===== config.mk =====
export PLATFORM = sky130hd
export DESIGN_NAME = afp_core
export DESIGN_NICKNAME = d
export VERILOG_FILES = /design/src/pkg/afp_pkg.sv /design/src/logic/afp_core.sv /design/src/logic/afp_alu.sv
export VERILOG_INCLUDE_DIRS = /design/src /design/src/pkg
export SDC_FILE = /design/constraint.sdc
export NUM_CORES = 1
export LEC_CHECK = 0
export ABC_CLOCK_PERIOD_IN_PS = 5600
export BUFFER_PORTS_ARGS = -buffer_cell sky130_fd_sc_hd__clkbuf_2
export CORE_AREA = 2 2 138 140
export CTS_BUF_LIST = sky130_fd_sc_hd__clkbuf_16
export CTS_CLUSTER_DIAMETER = 100
export DETAILED_ROUTE_END_ITERATION = 8
export DIE_AREA = 0 0 140 142
export PLACE_DENSITY = 0.71
export RECOVER_POWER = 100
export SKIP_LAST_GASP = 1
export SLEW_MARGIN = 40
export SYNTH_ARGS = -nofsm -noshare
export SYNTH_HDL_FRONTEND = slang
export SYNTH_SLANG_ARGS = --single-unit

===== constraint.sdc =====
create_clock -name pclk -period 5.6 [get_ports pclk]
set_clock_uncertainty 0.15 [all_clocks]
set_input_delay 0.56 -clock pclk [delete_from_list [all_inputs] [get_ports pclk]]
set_output_delay 0.56 -clock pclk [all_outputs]
set_load 0.01 [all_outputs]

===== src/pkg/afp_consts.svh =====
// register offsets, field positions and reset values of the alu flag block
`ifndef AFP_CONSTS_SVH
`define AFP_CONSTS_SVH

// register indices; byte address is four times the index
`define AFP_IDX_FLAGS    8'h04
`define AFP_IDX_ACC      8'h0a
`define AFP_IDX_PRODUCT_LOW_BYTE    8'h18
`define AFP_IDX_PRODUCT_HIGH_BYTE    8'h19

// flag register fields
`define AFP_BIT_C        0
`define AFP_BIT_DC       1
`define AFP_BIT_Z        2
`define AFP_BIT_OV       3
`define AFP_STEP_A_LO    4
`define AFP_STEP_A_HI    5
`define AFP_STEP_B_LO    6
`define AFP_STEP_B_HI    7
`define AFP_STATUS_HI    3
`define AFP_CTRL_LO      4

// reset values
`define AFP_FLAGS_RST    8'hf0
`define AFP_BYTE_RST     8'h00
`define AFP_WORD_ZERO    32'h0000_0000

// arithmetic constants
`define AFP_ONE          8'h01
`define AFP_ALL_ONES     8'hff
`define AFP_ZERO_BYTE    8'h00
`define AFP_MSB          7
`define AFP_NIB_CARRY    4

`endif


===== src/pkg/afp_pkg.sv =====
// types shared by the alu flag block and its datapath
package afp_pkg;

   // alu operations
   typedef enum logic [4:0] {
      AFP_OP_ADD     = 5'b00000,
      AFP_OP_ADDC    = 5'b00001,
      AFP_OP_SUB     = 5'b00010,
      AFP_OP_SUBB    = 5'b00011,
      AFP_OP_AND     = 5'b00100,
      AFP_OP_IOR     = 5'b00101,
      AFP_OP_XOR     = 5'b00110,
      AFP_OP_COM     = 5'b00111,
      AFP_OP_INC     = 5'b01000,
      AFP_OP_DEC     = 5'b01001,
      AFP_OP_NEG     = 5'b01010,
      AFP_OP_RLC     = 5'b01011,
      AFP_OP_RRC     = 5'b01100,
      AFP_OP_RL      = 5'b01101,
      AFP_OP_RR      = 5'b01110,
      AFP_OP_SWAP    = 5'b01111,
      AFP_OP_CLR     = 5'b10000,
      AFP_OP_MOV     = 5'b10001,
      AFP_OP_MOVE_ACC_TO_FILE_OP   = 5'b10010,
      AFP_OP_BCLR    = 5'b10011,
      AFP_OP_BSET    = 5'b10100,
      AFP_OP_MUL     = 5'b10101
   } afp_op_e;

   // decoded pointer step mode
   typedef enum logic [1:0] {
      AFP_STEP_DEC  = 2'b00,
      AFP_STEP_INC  = 2'b01,
      AFP_STEP_HOLD = 2'b10
   } afp_step_e;

   // file operand / destination select
   typedef enum logic [1:0] {
      AFP_FILE_EXT   = 2'b00,
      AFP_FILE_FLAGS = 2'b01,
      AFP_FILE_PRODUCT_LOW_BYTE = 2'b10,
      AFP_FILE_PRODUCT_HIGH_BYTE = 2'b11
   } afp_file_e;

   // one instruction from the decoder
   typedef struct packed {
      logic       valid;
      afp_op_e    op;
      logic       use_literal;
      logic       single_from_acc;
      logic       dest_acc;
      afp_file_e  file_sel;
      logic [2:0] bit_sel;
      logic [7:0] file_data;
      logic [7:0] literal;
   } afp_instr_s;

   // apb request from the master
   typedef struct packed {
      logic        psel;
      logic        penable;
      logic        pwrite;
      logic [11:0] paddr;
      logic [31:0] pwdata;
      logic [3:0]  pstrb;
   } afp_apb_req_s;

   // datapath answer; flags and affect use flag register bit order
   typedef struct packed {
      logic [7:0]  result;
      logic [3:0]  flags;
      logic [3:0]  affect;
      logic        wr_result;
      logic        wr_prod;
      logic [15:0] product;
   } afp_alu_out_s;

   // write toward an external file register
   typedef struct packed {
      logic       valid;
      logic [7:0] data;
   } afp_ext_wr_s;

endpackage : afp_pkg


===== src/logic/afp_core.sv =====
// alu flag register, accumulator, product registers and apb slave
`timescale 1ns/1ps
`default_nettype none
`include "afp_consts.svh"

module afp_core (
   // clock and reset
   input  wire  logic                  pclk,
   input  wire  logic                  presetn,
   // apb slave
   input  wire  afp_pkg::afp_apb_req_s apb_req,
   output logic [31:0]                 prdata_q,
   output logic                        pready_q,
   output logic                        pslverr_q,
   // instruction from the decoder
   input  wire  afp_pkg::afp_instr_s   instr,
   // results toward the core
   output afp_pkg::afp_ext_wr_s        file_wr_q,
   output logic [7:0]                  acc_q,
   output logic [7:0]                  flags_q,
   output afp_pkg::afp_step_e          step_a_q,
   output afp_pkg::afp_step_e          step_b_q
);
   import afp_pkg::*;

   // byte address match for a register index
   function automatic logic reg_hit(input logic [11:0] addr, input logic [7:0] idx);
      return addr == {2'b00, idx, 2'b00};
   endfunction : reg_hit

   // step field decode
   function automatic afp_step_e step_dec(input logic [1:0] f);
      logic [1:0] c;
      c = f;
      if (c[1]) begin
         return AFP_STEP_HOLD;
      end else if (c[0]) begin
         return AFP_STEP_INC;
      end else begin
         return AFP_STEP_DEC;
      end
   endfunction : step_dec

   // internal registers and decode
   logic [7:0]   product_low_byte_q;
   logic [7:0]   product_high_byte_q;
   logic [7:0]   flags_d;
   logic [7:0]   file_opnd;
   logic [7:0]   opnd;
   logic         two_op;
   logic         exec;
   logic         to_file;
   logic         apb_setup;
   logic         apb_wr;
   logic         apb_mapped;
   logic [7:0]   apb_rbyte;
   logic         wr_flags_apb;
   logic         wr_acc_apb;
   logic         wr_product_low_byte_apb;
   logic         wr_product_high_byte_apb;
   afp_alu_out_s y;

   // destination strobes and apb address hits
   logic         wr_dst_file;
   logic         wr_dst_acc;
   logic         wr_dst_flags;
   logic         wr_dst_product_low_byte;
   logic         wr_dst_product_high_byte;
   logic         wr_dst_ext;
   logic         hit_flags;
   logic         hit_acc;
   logic         hit_product_low_byte;
   logic         hit_product_high_byte;

   // instruction valid and two-operand class
   always_comb begin
      exec = instr.valid;
      unique case (instr.op)
         AFP_OP_ADD,
         AFP_OP_ADDC,
         AFP_OP_SUB,
         AFP_OP_SUBB,
         AFP_OP_AND,
         AFP_OP_IOR,
         AFP_OP_XOR,
         AFP_OP_MOV,
         AFP_OP_MUL: two_op = 1'b1;
         default:    two_op = 1'b0;
      endcase
   end

   // destination side: move-to-file always writes a file register
   always_comb begin
      to_file = (instr.op == AFP_OP_MOVE_ACC_TO_FILE_OP) ? 1'b1 : ~instr.dest_acc;
   end

   // file register operand select
   always_comb begin
      unique case (instr.file_sel)
         AFP_FILE_EXT:   file_opnd = instr.file_data;
         AFP_FILE_FLAGS: file_opnd = flags_q;
         AFP_FILE_PRODUCT_LOW_BYTE: file_opnd = product_low_byte_q;
         AFP_FILE_PRODUCT_HIGH_BYTE: file_opnd = product_high_byte_q;
      endcase
   end

   // alu operand select
   always_comb begin
      if (two_op) begin
         opnd = instr.use_literal ? instr.literal : file_opnd;
      end else begin
         opnd = instr.single_from_acc ? acc_q : file_opnd;
      end
   end

   // datapath; accumulator always feeds the second port
   afp_alu u_alu (
      .op      (instr.op),
      .opnd    (opnd),
      .acc     (acc_q),
      .cin     (flags_q[`AFP_BIT_C]),
      .bit_sel (instr.bit_sel),
      .y       (y)
   );

   // result destinations of an executing instruction
   always_comb begin
      wr_dst_file  = exec & y.wr_result & to_file;
      wr_dst_acc   = exec & y.wr_result & ~to_file;
      wr_dst_flags = wr_dst_file & (instr.file_sel == AFP_FILE_FLAGS);
      wr_dst_product_low_byte = wr_dst_file & (instr.file_sel == AFP_FILE_PRODUCT_LOW_BYTE);
      wr_dst_product_high_byte = wr_dst_file & (instr.file_sel == AFP_FILE_PRODUCT_HIGH_BYTE);
      wr_dst_ext   = wr_dst_file & (instr.file_sel == AFP_FILE_EXT);
   end

   // apb address decode, one hit per register
   always_comb begin
      hit_flags = reg_hit(apb_req.paddr, `AFP_IDX_FLAGS);
      hit_acc   = reg_hit(apb_req.paddr, `AFP_IDX_ACC);
      hit_product_low_byte = reg_hit(apb_req.paddr, `AFP_IDX_PRODUCT_LOW_BYTE);
      hit_product_high_byte = reg_hit(apb_req.paddr, `AFP_IDX_PRODUCT_HIGH_BYTE);
   end

   // apb phase, write strobes and read byte
   always_comb begin
      apb_setup    = apb_req.psel & ~apb_req.penable;
      apb_wr       = apb_req.psel & apb_req.penable & pready_q &
                     apb_req.pwrite & apb_req.pstrb[0];
      wr_flags_apb = apb_wr & hit_flags;
      wr_acc_apb   = apb_wr & hit_acc;
      wr_product_low_byte_apb = apb_wr & hit_product_low_byte;
      wr_product_high_byte_apb = apb_wr & hit_product_high_byte;
      apb_mapped   = hit_flags | hit_acc | hit_product_low_byte | hit_product_high_byte;
      apb_rbyte    = `AFP_BYTE_RST;
      if (hit_flags) begin
         apb_rbyte = flags_q;
      end else if (hit_acc) begin
         apb_rbyte = acc_q;
      end else if (hit_product_low_byte) begin
         apb_rbyte = product_low_byte_q;
      end else if (hit_product_high_byte) begin
         apb_rbyte = product_high_byte_q;
      end
   end

   // flag register next value; instruction wins over apb
   always_comb begin
      flags_d = flags_q;
      // an apb write lands first
      if (wr_flags_apb) begin
         flags_d = apb_req.pwdata[7:0];
      end
      // an executing instruction overrides it; affected status bits from flag logic
      if (exec) begin
         for (int i = 0; i <= `AFP_STATUS_HI; i++) begin
            if (y.affect[i]) begin
               flags_d[i] = y.flags[i];
            end
         end
         if (wr_dst_flags) begin
            if (|y.affect[`AFP_BIT_Z:`AFP_BIT_C]) begin
               // status nibble blocked, control nibble written
               flags_d[`AFP_STEP_B_HI:`AFP_CTRL_LO] =
                  y.result[`AFP_STEP_B_HI:`AFP_CTRL_LO];
            end else begin
               flags_d = y.result;
            end
         end
      end
   end

   // flag register
   always_ff @(posedge pclk or negedge presetn) begin
      if (!presetn) begin
         flags_q <= `AFP_FLAGS_RST;
      end else begin
         flags_q <= flags_d;
      end
   end

   // decoded step modes follow the next flag value, so they match flags_q
   always_ff @(posedge pclk or negedge presetn) begin
      if (!presetn) begin
         step_a_q <= AFP_STEP_HOLD;
         step_b_q <= AFP_STEP_HOLD;
      end else begin
         step_a_q <= step_dec(flags_d[`AFP_STEP_A_HI:`AFP_STEP_A_LO]);
         step_b_q <= step_dec(flags_d[`AFP_STEP_B_HI:`AFP_STEP_B_LO]);
      end
   end

   // working accumulator
   always_ff @(posedge pclk or negedge presetn) begin
      if (!presetn) begin
         acc_q <= `AFP_BYTE_RST;
      end else if (wr_dst_acc) begin
         acc_q <= y.result;
      end else if (wr_acc_apb) begin
         acc_q <= apb_req.pwdata[7:0];
      end
   end

   // product low byte
   always_ff @(posedge pclk or negedge presetn) begin
      if (!presetn) begin
         product_low_byte_q <= `AFP_BYTE_RST;
      end else if (exec && y.wr_prod) begin
         product_low_byte_q <= y.product[7:0];
      end else if (wr_dst_product_low_byte) begin
         product_low_byte_q <= y.result;
      end else if (wr_product_low_byte_apb) begin
         product_low_byte_q <= apb_req.pwdata[7:0];
      end
   end

   // product high byte
   always_ff @(posedge pclk or negedge presetn) begin
      if (!presetn) begin
         product_high_byte_q <= `AFP_BYTE_RST;
      end else if (exec && y.wr_prod) begin
         product_high_byte_q <= y.product[15:8];
      end else if (wr_dst_product_high_byte) begin
         product_high_byte_q <= y.result;
      end else if (wr_product_high_byte_apb) begin
         product_high_byte_q <= apb_req.pwdata[7:0];
      end
   end

   // write toward external file register, one-cycle pulse
   always_ff @(posedge pclk or negedge presetn) begin
      if (!presetn) begin
         file_wr_q <= '0;
      end else begin
         file_wr_q.valid <= wr_dst_ext;
         file_wr_q.data  <= y.result;
      end
   end

   // apb ready: one cycle, the first access cycle
   always_ff @(posedge pclk or negedge presetn) begin
      if (!presetn) begin
         pready_q <= 1'b0;
      end else begin
         pready_q <= apb_setup;
      end
   end

   // apb error alongside ready for an address with no register
   always_ff @(posedge pclk or negedge presetn) begin
      if (!presetn) begin
         pslverr_q <= 1'b0;
      end else begin
         pslverr_q <= apb_setup & ~apb_mapped;
      end
   end

   // apb read data captured at the setup edge, held until the next setup
   always_ff @(posedge pclk or negedge presetn) begin
      if (!presetn) begin
         prdata_q <= `AFP_WORD_ZERO;
      end else if (apb_setup) begin
         prdata_q <= {24'h000000, apb_rbyte};
      end
   end

endmodule : afp_core
`default_nettype wire


===== src/logic/afp_alu.sv =====
// combinational datapath: result, status flags and product
`timescale 1ns/1ps
`default_nettype none
`include "afp_consts.svh"

module afp_alu (
   // operation and operands
   input  wire afp_pkg::afp_op_e     op,
   input  wire logic [7:0]           opnd,
   input  wire logic [7:0]           acc,
   input  wire logic                 cin,
   input  wire logic [2:0]           bit_sel,
   // answer
   output var  afp_pkg::afp_alu_out_s y
);
   import afp_pkg::*;

   // add with carry in; returns {ov, dc, c, sum}
   function automatic logic [10:0] add8(input logic [7:0] a, input logic [7:0] b,
                                         input logic ci);
      logic [8:0] s;
      logic [4:0] n;
      logic       ov;
      s  = {1'b0, a} + {1'b0, b} + {8'h00, ci};
      n  = {1'b0, a[3:0]} + {1'b0, b[3:0]} + {4'h0, ci};
      ov = (a[`AFP_MSB] == b[`AFP_MSB]) && (s[`AFP_MSB] != a[`AFP_MSB]);
      return {ov, n[`AFP_NIB_CARRY], s[8], s[7:0]};
   endfunction : add8

   logic [10:0] ar;
   logic        c_new;

   // operation select and flag effects
   always_comb begin
      ar        = 11'h000;
      c_new     = cin;
      y         = '0;
      y.wr_result = 1'b1;
      y.product = {8'h00, opnd} * {8'h00, acc};
      unique case (op)
         AFP_OP_ADD:  ar = add8(opnd, acc, 1'b0);
         AFP_OP_ADDC: ar = add8(opnd, acc, cin);
         AFP_OP_SUB:  ar = add8(opnd, ~acc, 1'b1);
         AFP_OP_SUBB: ar = add8(opnd, ~acc, cin);
         AFP_OP_INC:  ar = add8(opnd, `AFP_ONE, 1'b0);
         AFP_OP_DEC:  ar = add8(opnd, `AFP_ALL_ONES, 1'b0);
         AFP_OP_NEG:  ar = add8(~opnd, `AFP_ZERO_BYTE, 1'b1);
         default:     ar = 11'h000;
      endcase
      unique case (op)
         AFP_OP_ADD, AFP_OP_ADDC, AFP_OP_SUB, AFP_OP_SUBB,
         AFP_OP_INC, AFP_OP_DEC, AFP_OP_NEG: begin
            y.result = ar[7:0];
            c_new    = ar[8];
            y.affect = 4'hf;
         end
         AFP_OP_AND:   begin y.result = opnd & acc;  y.affect = 4'h4; end
         AFP_OP_IOR:   begin y.result = opnd | acc;  y.affect = 4'h4; end
         AFP_OP_XOR:   begin y.result = opnd ^ acc;  y.affect = 4'h4; end
         AFP_OP_COM:   begin y.result = ~opnd;       y.affect = 4'h4; end
         AFP_OP_CLR:   begin y.result = `AFP_ZERO_BYTE; y.affect = 4'h4; end
         AFP_OP_MOV:   begin y.result = opnd;        y.affect = 4'h4; end
         AFP_OP_RLC: begin
            y.result = {opnd[6:0], cin};
            c_new    = opnd[`AFP_MSB];
            y.affect = 4'h1;
         end
         AFP_OP_RRC: begin
            y.result = {cin, opnd[7:1]};
            c_new    = opnd[0];
            y.affect = 4'h1;
         end
         AFP_OP_RL:    y.result = {opnd[6:0], opnd[`AFP_MSB]};
         AFP_OP_RR:    y.result = {opnd[0], opnd[7:1]};
         AFP_OP_SWAP:  y.result = {opnd[3:0], opnd[7:4]};
         AFP_OP_MOVE_ACC_TO_FILE_OP: y.result = acc;
         AFP_OP_BCLR:  y.result = opnd & ~(`AFP_ONE << bit_sel);
         AFP_OP_BSET:  y.result = opnd | (`AFP_ONE << bit_sel);
         AFP_OP_MUL: begin
            y.wr_result = 1'b0;
            y.wr_prod   = 1'b1;
         end
         default:      y.wr_result = 1'b0;
      endcase
      y.flags[`AFP_BIT_OV] = ar[10];
      y.flags[`AFP_BIT_DC] = ar[9];
      y.flags[`AFP_BIT_C]  = c_new;
      y.flags[`AFP_BIT_Z]  = (y.result == `AFP_ZERO_BYTE);
   end

endmodule : afp_alu
`default_nettype wire


# == Word level (Yosys, flattened, before mapping) ==
# Memory sizes are Yosys's and may differ from the RTL's.
# Index checks and enable logic that the tools add are counted.
# word_totals
regBits,55
mem_bits_ro,32
output_inout_bits,63
word_cells,155
n_memories,1
# classes
n_addsub,16
multipliers,1
eq_ne,37
shift,1
n_mux,35
bitwise_logic,34
reduce_logical,19
# mem_list
memory,depth,width,read_ports,rd_clocked_by_memory_dff,wr,line_no,source
(no name shown),32,1,1,0,0,afp_core.sv:78,unique case (instr.op)
# ops
cell,count
$mux 8,18
$pmux 8 s14,1
$pmux 11 s7,1
$eq 5x4->1 const B,8
$pmux 8 s4,1
$eq 5x5->1 const B,6
$eq 12x7->1 const B,2
$not 8->8,3
$reduce_or 21->1,1
$eq 5x3->1 const B,4
$add 8x1->9 const B,2
$add 8x8->9,2
$add 9x1->9,2
$and 1x1->1,17
$and 8x8->8,2
$mul 8x8->16,1
$or 8x8->8,2
$eq 12x5->1 const B,1
$eq 12x6->1 const B,1
$pmux 4 s3,1
$add 4x1->5 const B,2
$add 4x4->5,2
$add 5x1->5,2
$eq 5x2->1 const B,2
27 further kinds,59

# == Longest topological paths before layout ==
# depth
word_depth,17
depth_mapped,24

# == Cells and area by module ==
# Synthesis repeated with hierarchy kept, for this count alone.
# hier_totals
hier_cells,1096
hier_area_um2,8692.1
# modules_own_cells
module,instances,cells_per_inst,area_per_inst_um2,seq_area_each_um2
afp_alu,1,747,5235.0,0.0
afp_core,1,349,3457.1,1331.3

# == Worst setup path before layout ==
# Ideal clock, no wire load.
# synth_timing
path_kind,input-to-reg
from,in instr[24] (netlist bit)
to,reg product_high_byte_q[7]
t_arrival_ps,5692
t_required_ps,5363
path_slack_ps,-328
stages,21
path_buffers,2
path_cell_list,buf_4 > nor2b_4 > o21ai_4 > mux2_4 > inv_2 > clkbuf_1 > ha_1 > fa_1 > ha_1 > inv_1 > fa_1 > fa_1 > inv_1 > ha_1 > a21oi_1 > o21bai_1 > a21o_1 > a31oi_1 > o21ai_0 > a311o_1 > o211ai_1
# synth_between
elab_chain_len,8
# synth_lines
element,line_no,source
start: declaration,afp_core.sv:16,"input wire afp_pkg::afp_instr_s instr,"
$mem_v2 32x1 (tied with other cells),--,
$mux 8 or $reduce_or 21->1 (tied branches),--,
$add 8x8->9 (tied with other cells),afp_alu.sv:24,"s = {1'b0, a} + {1'b0, b} + {8'h00, ci};"
$add 9x1->9 (tied with other cells),afp_alu.sv:24,
$pmux 11 s7 or $and 1x1->1 (tied branches),"afp_alu.sv:40, afp_core.sv:128",
$pmux 8 s14 or $and 1x1->1 (tied branches),"afp_alu.sv:50, afp_core.sv:132",
$mux 8,afp_core.sv:242,end else if (wr_dst_product_high_byte) begin
$mux 8,afp_core.sv:240,end else if (exec && y.wr_prod) begin
end signal: assignment,afp_core.sv:239,product_high_byte_q <= `AFP_BYTE_RST;
end signal: assignment,afp_core.sv:241,product_high_byte_q <= y.product[15:8];
end signal: assignment,afp_core.sv:243,product_high_byte_q <= y.result;
end: declaration,afp_core.sv:46,logic [7:0] product_high_byte_q;
# Parallel ways exist; a longest one is shown, timed or not.
# A chain may end at the register's enable or synchronous reset.

# == Worst setup path in the final report ==
# layout_timing
from,in instr[20] (netlist bit)
to,reg product_high_byte_q[5]
# layout_between
elab_chain_len,10
# layout_lines
element,line_no,source
$eq 2x2->1 (tied with other cells),"afp_core.sv:99, afp_core.sv:132",
$pmux 8 s4,afp_core.sv:99,unique case (instr.file_sel)
"$mux 8, on equally long branches","afp_core.sv:112, afp_core.sv:110",
$mux 8,afp_core.sv:109,if (two_op) begin
$add 8x8->9 or $not 8->8 (tied branches),"afp_alu.sv:24, afp_alu.sv:47, afp_alu.sv:60",
$add 9x1->9 or $add 8x1->9 (tied branches),afp_alu.sv:24,
$pmux 11 s7,afp_alu.sv:40,unique case (op)
$pmux 8 s14,afp_alu.sv:50,unique case (op)
$mux 8,afp_core.sv:242,
$mux 8,afp_core.sv:240,
# Parallel ways exist; a longest one is shown, timed or not.

==> results.json <==
{
  "ys_async_sr_fraction": 1.00,
  "ios": 146,
  "slew-limit-headroom": -0.895,
  "fmax_mhz": 185,
  "routed-via-count": 8911,
  "rsz0062_at_grt": "false",
  "core_um2": 18500,
  "fp.dieW_um": 140,
  "drc": 14,
  "synth_top_flop_cell": "dfrtp_1",
  "path_clk_slew_ns": 0.07,
  "insertion_delay_ns": 0.29,
  "insertedDiodeCount": 0,
  "multi_input_area_um2": 6520,
  "reg2reg_from": "flags_q[2]",
  "seqCellArea_um2": 1330,
  "required_ns": 5.63,
  "track_usage": 0.313,
  "synth_area_leaders": "dfrtp_1 14%, ha_1 9.3%, fa_1 8.9%",
  "syn_to_final_growth_pct": 13.5,
  "synth_edf_count": 0,
  "dieArea_um2": 19900,
  "hold_viol": 0,
  "drt_iter0_drc": 992,
  "arrival_ns": 5.45,
  "hold_ws_ns": 0.374,
  "cts_buffers": 5,
  "drt_wl_total_um": 31500,
  "netlist_top_cells_count": "109 x nor2_1, 91 x nand2_1, 86 x inv_1",
  "fin_crit_sh": 0.966,
  "rows": 50,
  "htreeDepth": 2,
  "antenna_left": 0,
  "yosysTopAreaCellShare": 0.144,
  "cts_tree": "done",
  "crit_fanout": 13,
  "cts_root_buf": "clkbuf_16",
  "drive_gt1_frac": 0.170,
  "syn_area_um2": 8520,
  "clock_sinks": 53,
  "cp-start-kind": "input port",
  "hpwlAfterDp_um": 24700,
  "fin_crit_ns": 5.41,
  "min-delay-start": "product_low_byte_q[2]",
  "synthCells": 1066,
  "clk_path_buf_depth": 2,
  "ys_seq_area_frac": 0.156,
  "path_class": "input port to flop",
  "synth_cell_types": 94,
  "yosysMostFrequentCell": "nor2_1",
  "tightest_slew_ns": 2.84,
  "maxCapViolCount": 2,
  "drv_slew": 54,
  "nNetsFinal": 1362,
  "grt_max_degree": 54,
  "wl_per_cell_um": 22.3,
  "portBuffers": 94,
  "setup_viol": 0,
  "grt_pass1_vias": 8353,
  "viasPerCell": 6.31,
  "fillers": 1838,
  "place.gp.congestion": 0.974,
  "startpoint": "instr[20]",
  "dieHeight_um": 142,
  "hold_buffers": 0,
  "ys_ff_latch": 53,
  "endpoint_kind": "flop",
  "synth_top_area_cell": "dfrtp_1",
  "hp-class": "flop to flop",
  "violations": "DRC, capacitance limit, slew limit",
  "ys_warn_count": 0,
  "grt_first_pass_wirelength_um": 48100,
  "avgSynthCellArea_um2": 7.99,
  "overflow": 0,
  "first_pass_iters": 9,
  "antenna_found_initial": 0,
  "status": "finished with violations",
  "initial_core_util": 0.462
}
==> sequential cells by signal, indices dropped and copies added, names as in the netlist, 8 cells and up <==
| signal | count |
|---|---|
| prdata_q | 8 |
| flags_q | 8 |
| product_high_byte_q | 8 |
| product_low_byte_q | 8 |
| file_wr_q | 9 |
| acc_q | 8 |
==> metrics by stage <==
stage          setup TNS [ns]  utilization  cell area (µm²)  std cells  setup WS (ns)
2_1_floorplan               0            -             8680       1089         0.0104
3_3_place_gp          -0.0116        0.518             9560       1404        -0.0116
3_5_place_dp           -0.106        0.519             9570       1404        -0.0645
4_1_cts                     0        0.529             9760       1412          0.198
5_1_grt                     0        0.524             9670       1413         0.0247
6_report                    0        0.524             9670       1413          0.189
==> kinds of logic (layout without fill, tap and decap cells) <==
logic type / count (synthesis) / in the layout / synth area share
AOI/OAI and AO/OA: 260 / 260 / 0.211
xor gates and xnor gates: 36 / 36 / 0.0370
DFF: 53 / 53 / 0.156
other: 1 / 24 / 0.000440
and+or+nand+nor: 358 / 358 / 0.210
adders and majority gates: 101 / 101 / 0.182
buffers and inverters: 180 / 270 / 0.0969
muxes: 77 / 77 / 0.106
==> metal layers <==
metal  routed length, µm  vias to the layer above  share of wire  track usage
met4                1260                        0          0.040       0.0994
met2               13700                      545           0.44        0.495
met1               13300                     4281           0.42        0.436
li1                    -                     3992              -            -
met3                3130                       93           0.10       0.0572
met5                   0                        -              0            0
==> critical path, stage by stage <==
cell and delay (ns):
clkbuf_4 0.17, clkbuf_4 0.15, mux4_2 0.35, mux2i_1 0.07
mux2i_1 0.15, buf_4 0.17, buf_4 0.24, ha_1 0.20
inv_1 0.06, fa_1 0.49, xor2_1 0.38, nand3_1 0.22
a221oi_1 0.47, o21ai_0 0.16, nand3b_1 0.13, o211ai_1 0.13
nor4_2 0.83, nand3_1 0.24, a22o_1 0.26
==> cell usage in the layout (no fill, tap or decap), types with 7 or more instances in the layout <==
master / netlist / layout
conb_1: 1 / 24
nand2b_1: 9 / 9
inv_1: 86 / 84
ha_1: 63 / 60
nand4_1: 8 / 8
nand3_1: 30 / 30
mux4_2: 8 / 8
nor2b_1: 15 / 15
nand3b_1: 7 / 7
nor3_1: 29 / 28
a22oi_1: 9 / 9
dfrtp_1: 49 / 49
a221oi_1: 15 / 15
o31ai_1: 8 / 9
a21oi_1: 60 / 58
nor2_1: 109 / 109
o2111ai_1: 6 / 7
clkbuf_2: 0 / 67
mux2_2: 7 / 7
a31oi_1: 10 / 9
and2_1: 9 / 9
fa_1: 38 / 38
o211ai_1: 15 / 15
nand2_1: 91 / 91
mux2i_1: 57 / 53
or3_1: 9 / 9
xor2_1: 13 / 13
and3_1: 8 / 8
o22ai_1: 10 / 10
buf_4: 28 / 58
clkbuf_1: 41 / 42
o21ai_0: 52 / 51
xnor2_1: 23 / 23
a21o_1: 8 / 8
==> worst paths after layout <==
path	end	cells after the start	slack [ns]
setup / recovery	product_high_byte_q[5]	19	0.19
hold / removal	product_low_byte_q[2]	2	0.37
setup reg to reg	product_high_byte_q[5]	16	0.27
hold reg to reg	product_low_byte_q[2]	2	0.37
max in group asynchronous	prdata_q[0]	2	2.56
min in group asynchronous	file_wr_q[4]	2	1.11
==> final cells by class <==
cell class / count / share of cell area
Timing Repair Buffer: 172 / 0.102
Clock buffer: 5 / 0.0129
Inverter: 90 / 0.0355
Clock inverter: 3 / 0.00673
Sequential cell: 53 / 0.138
Tap cell: 234 / 0.0303
Multi-Input combinational cell: 856 / 0.674
==> what timing repair did <==
action / CTS / global route
buffers inserted: 0 / 1
gates resized for setup: 0 / 6
endpoints found under the setup margin: 0 / 4
Power is left out: the tool's default activity adds up to more than one toggle a clock period on the data nets, which glitch-free logic cannot reach.
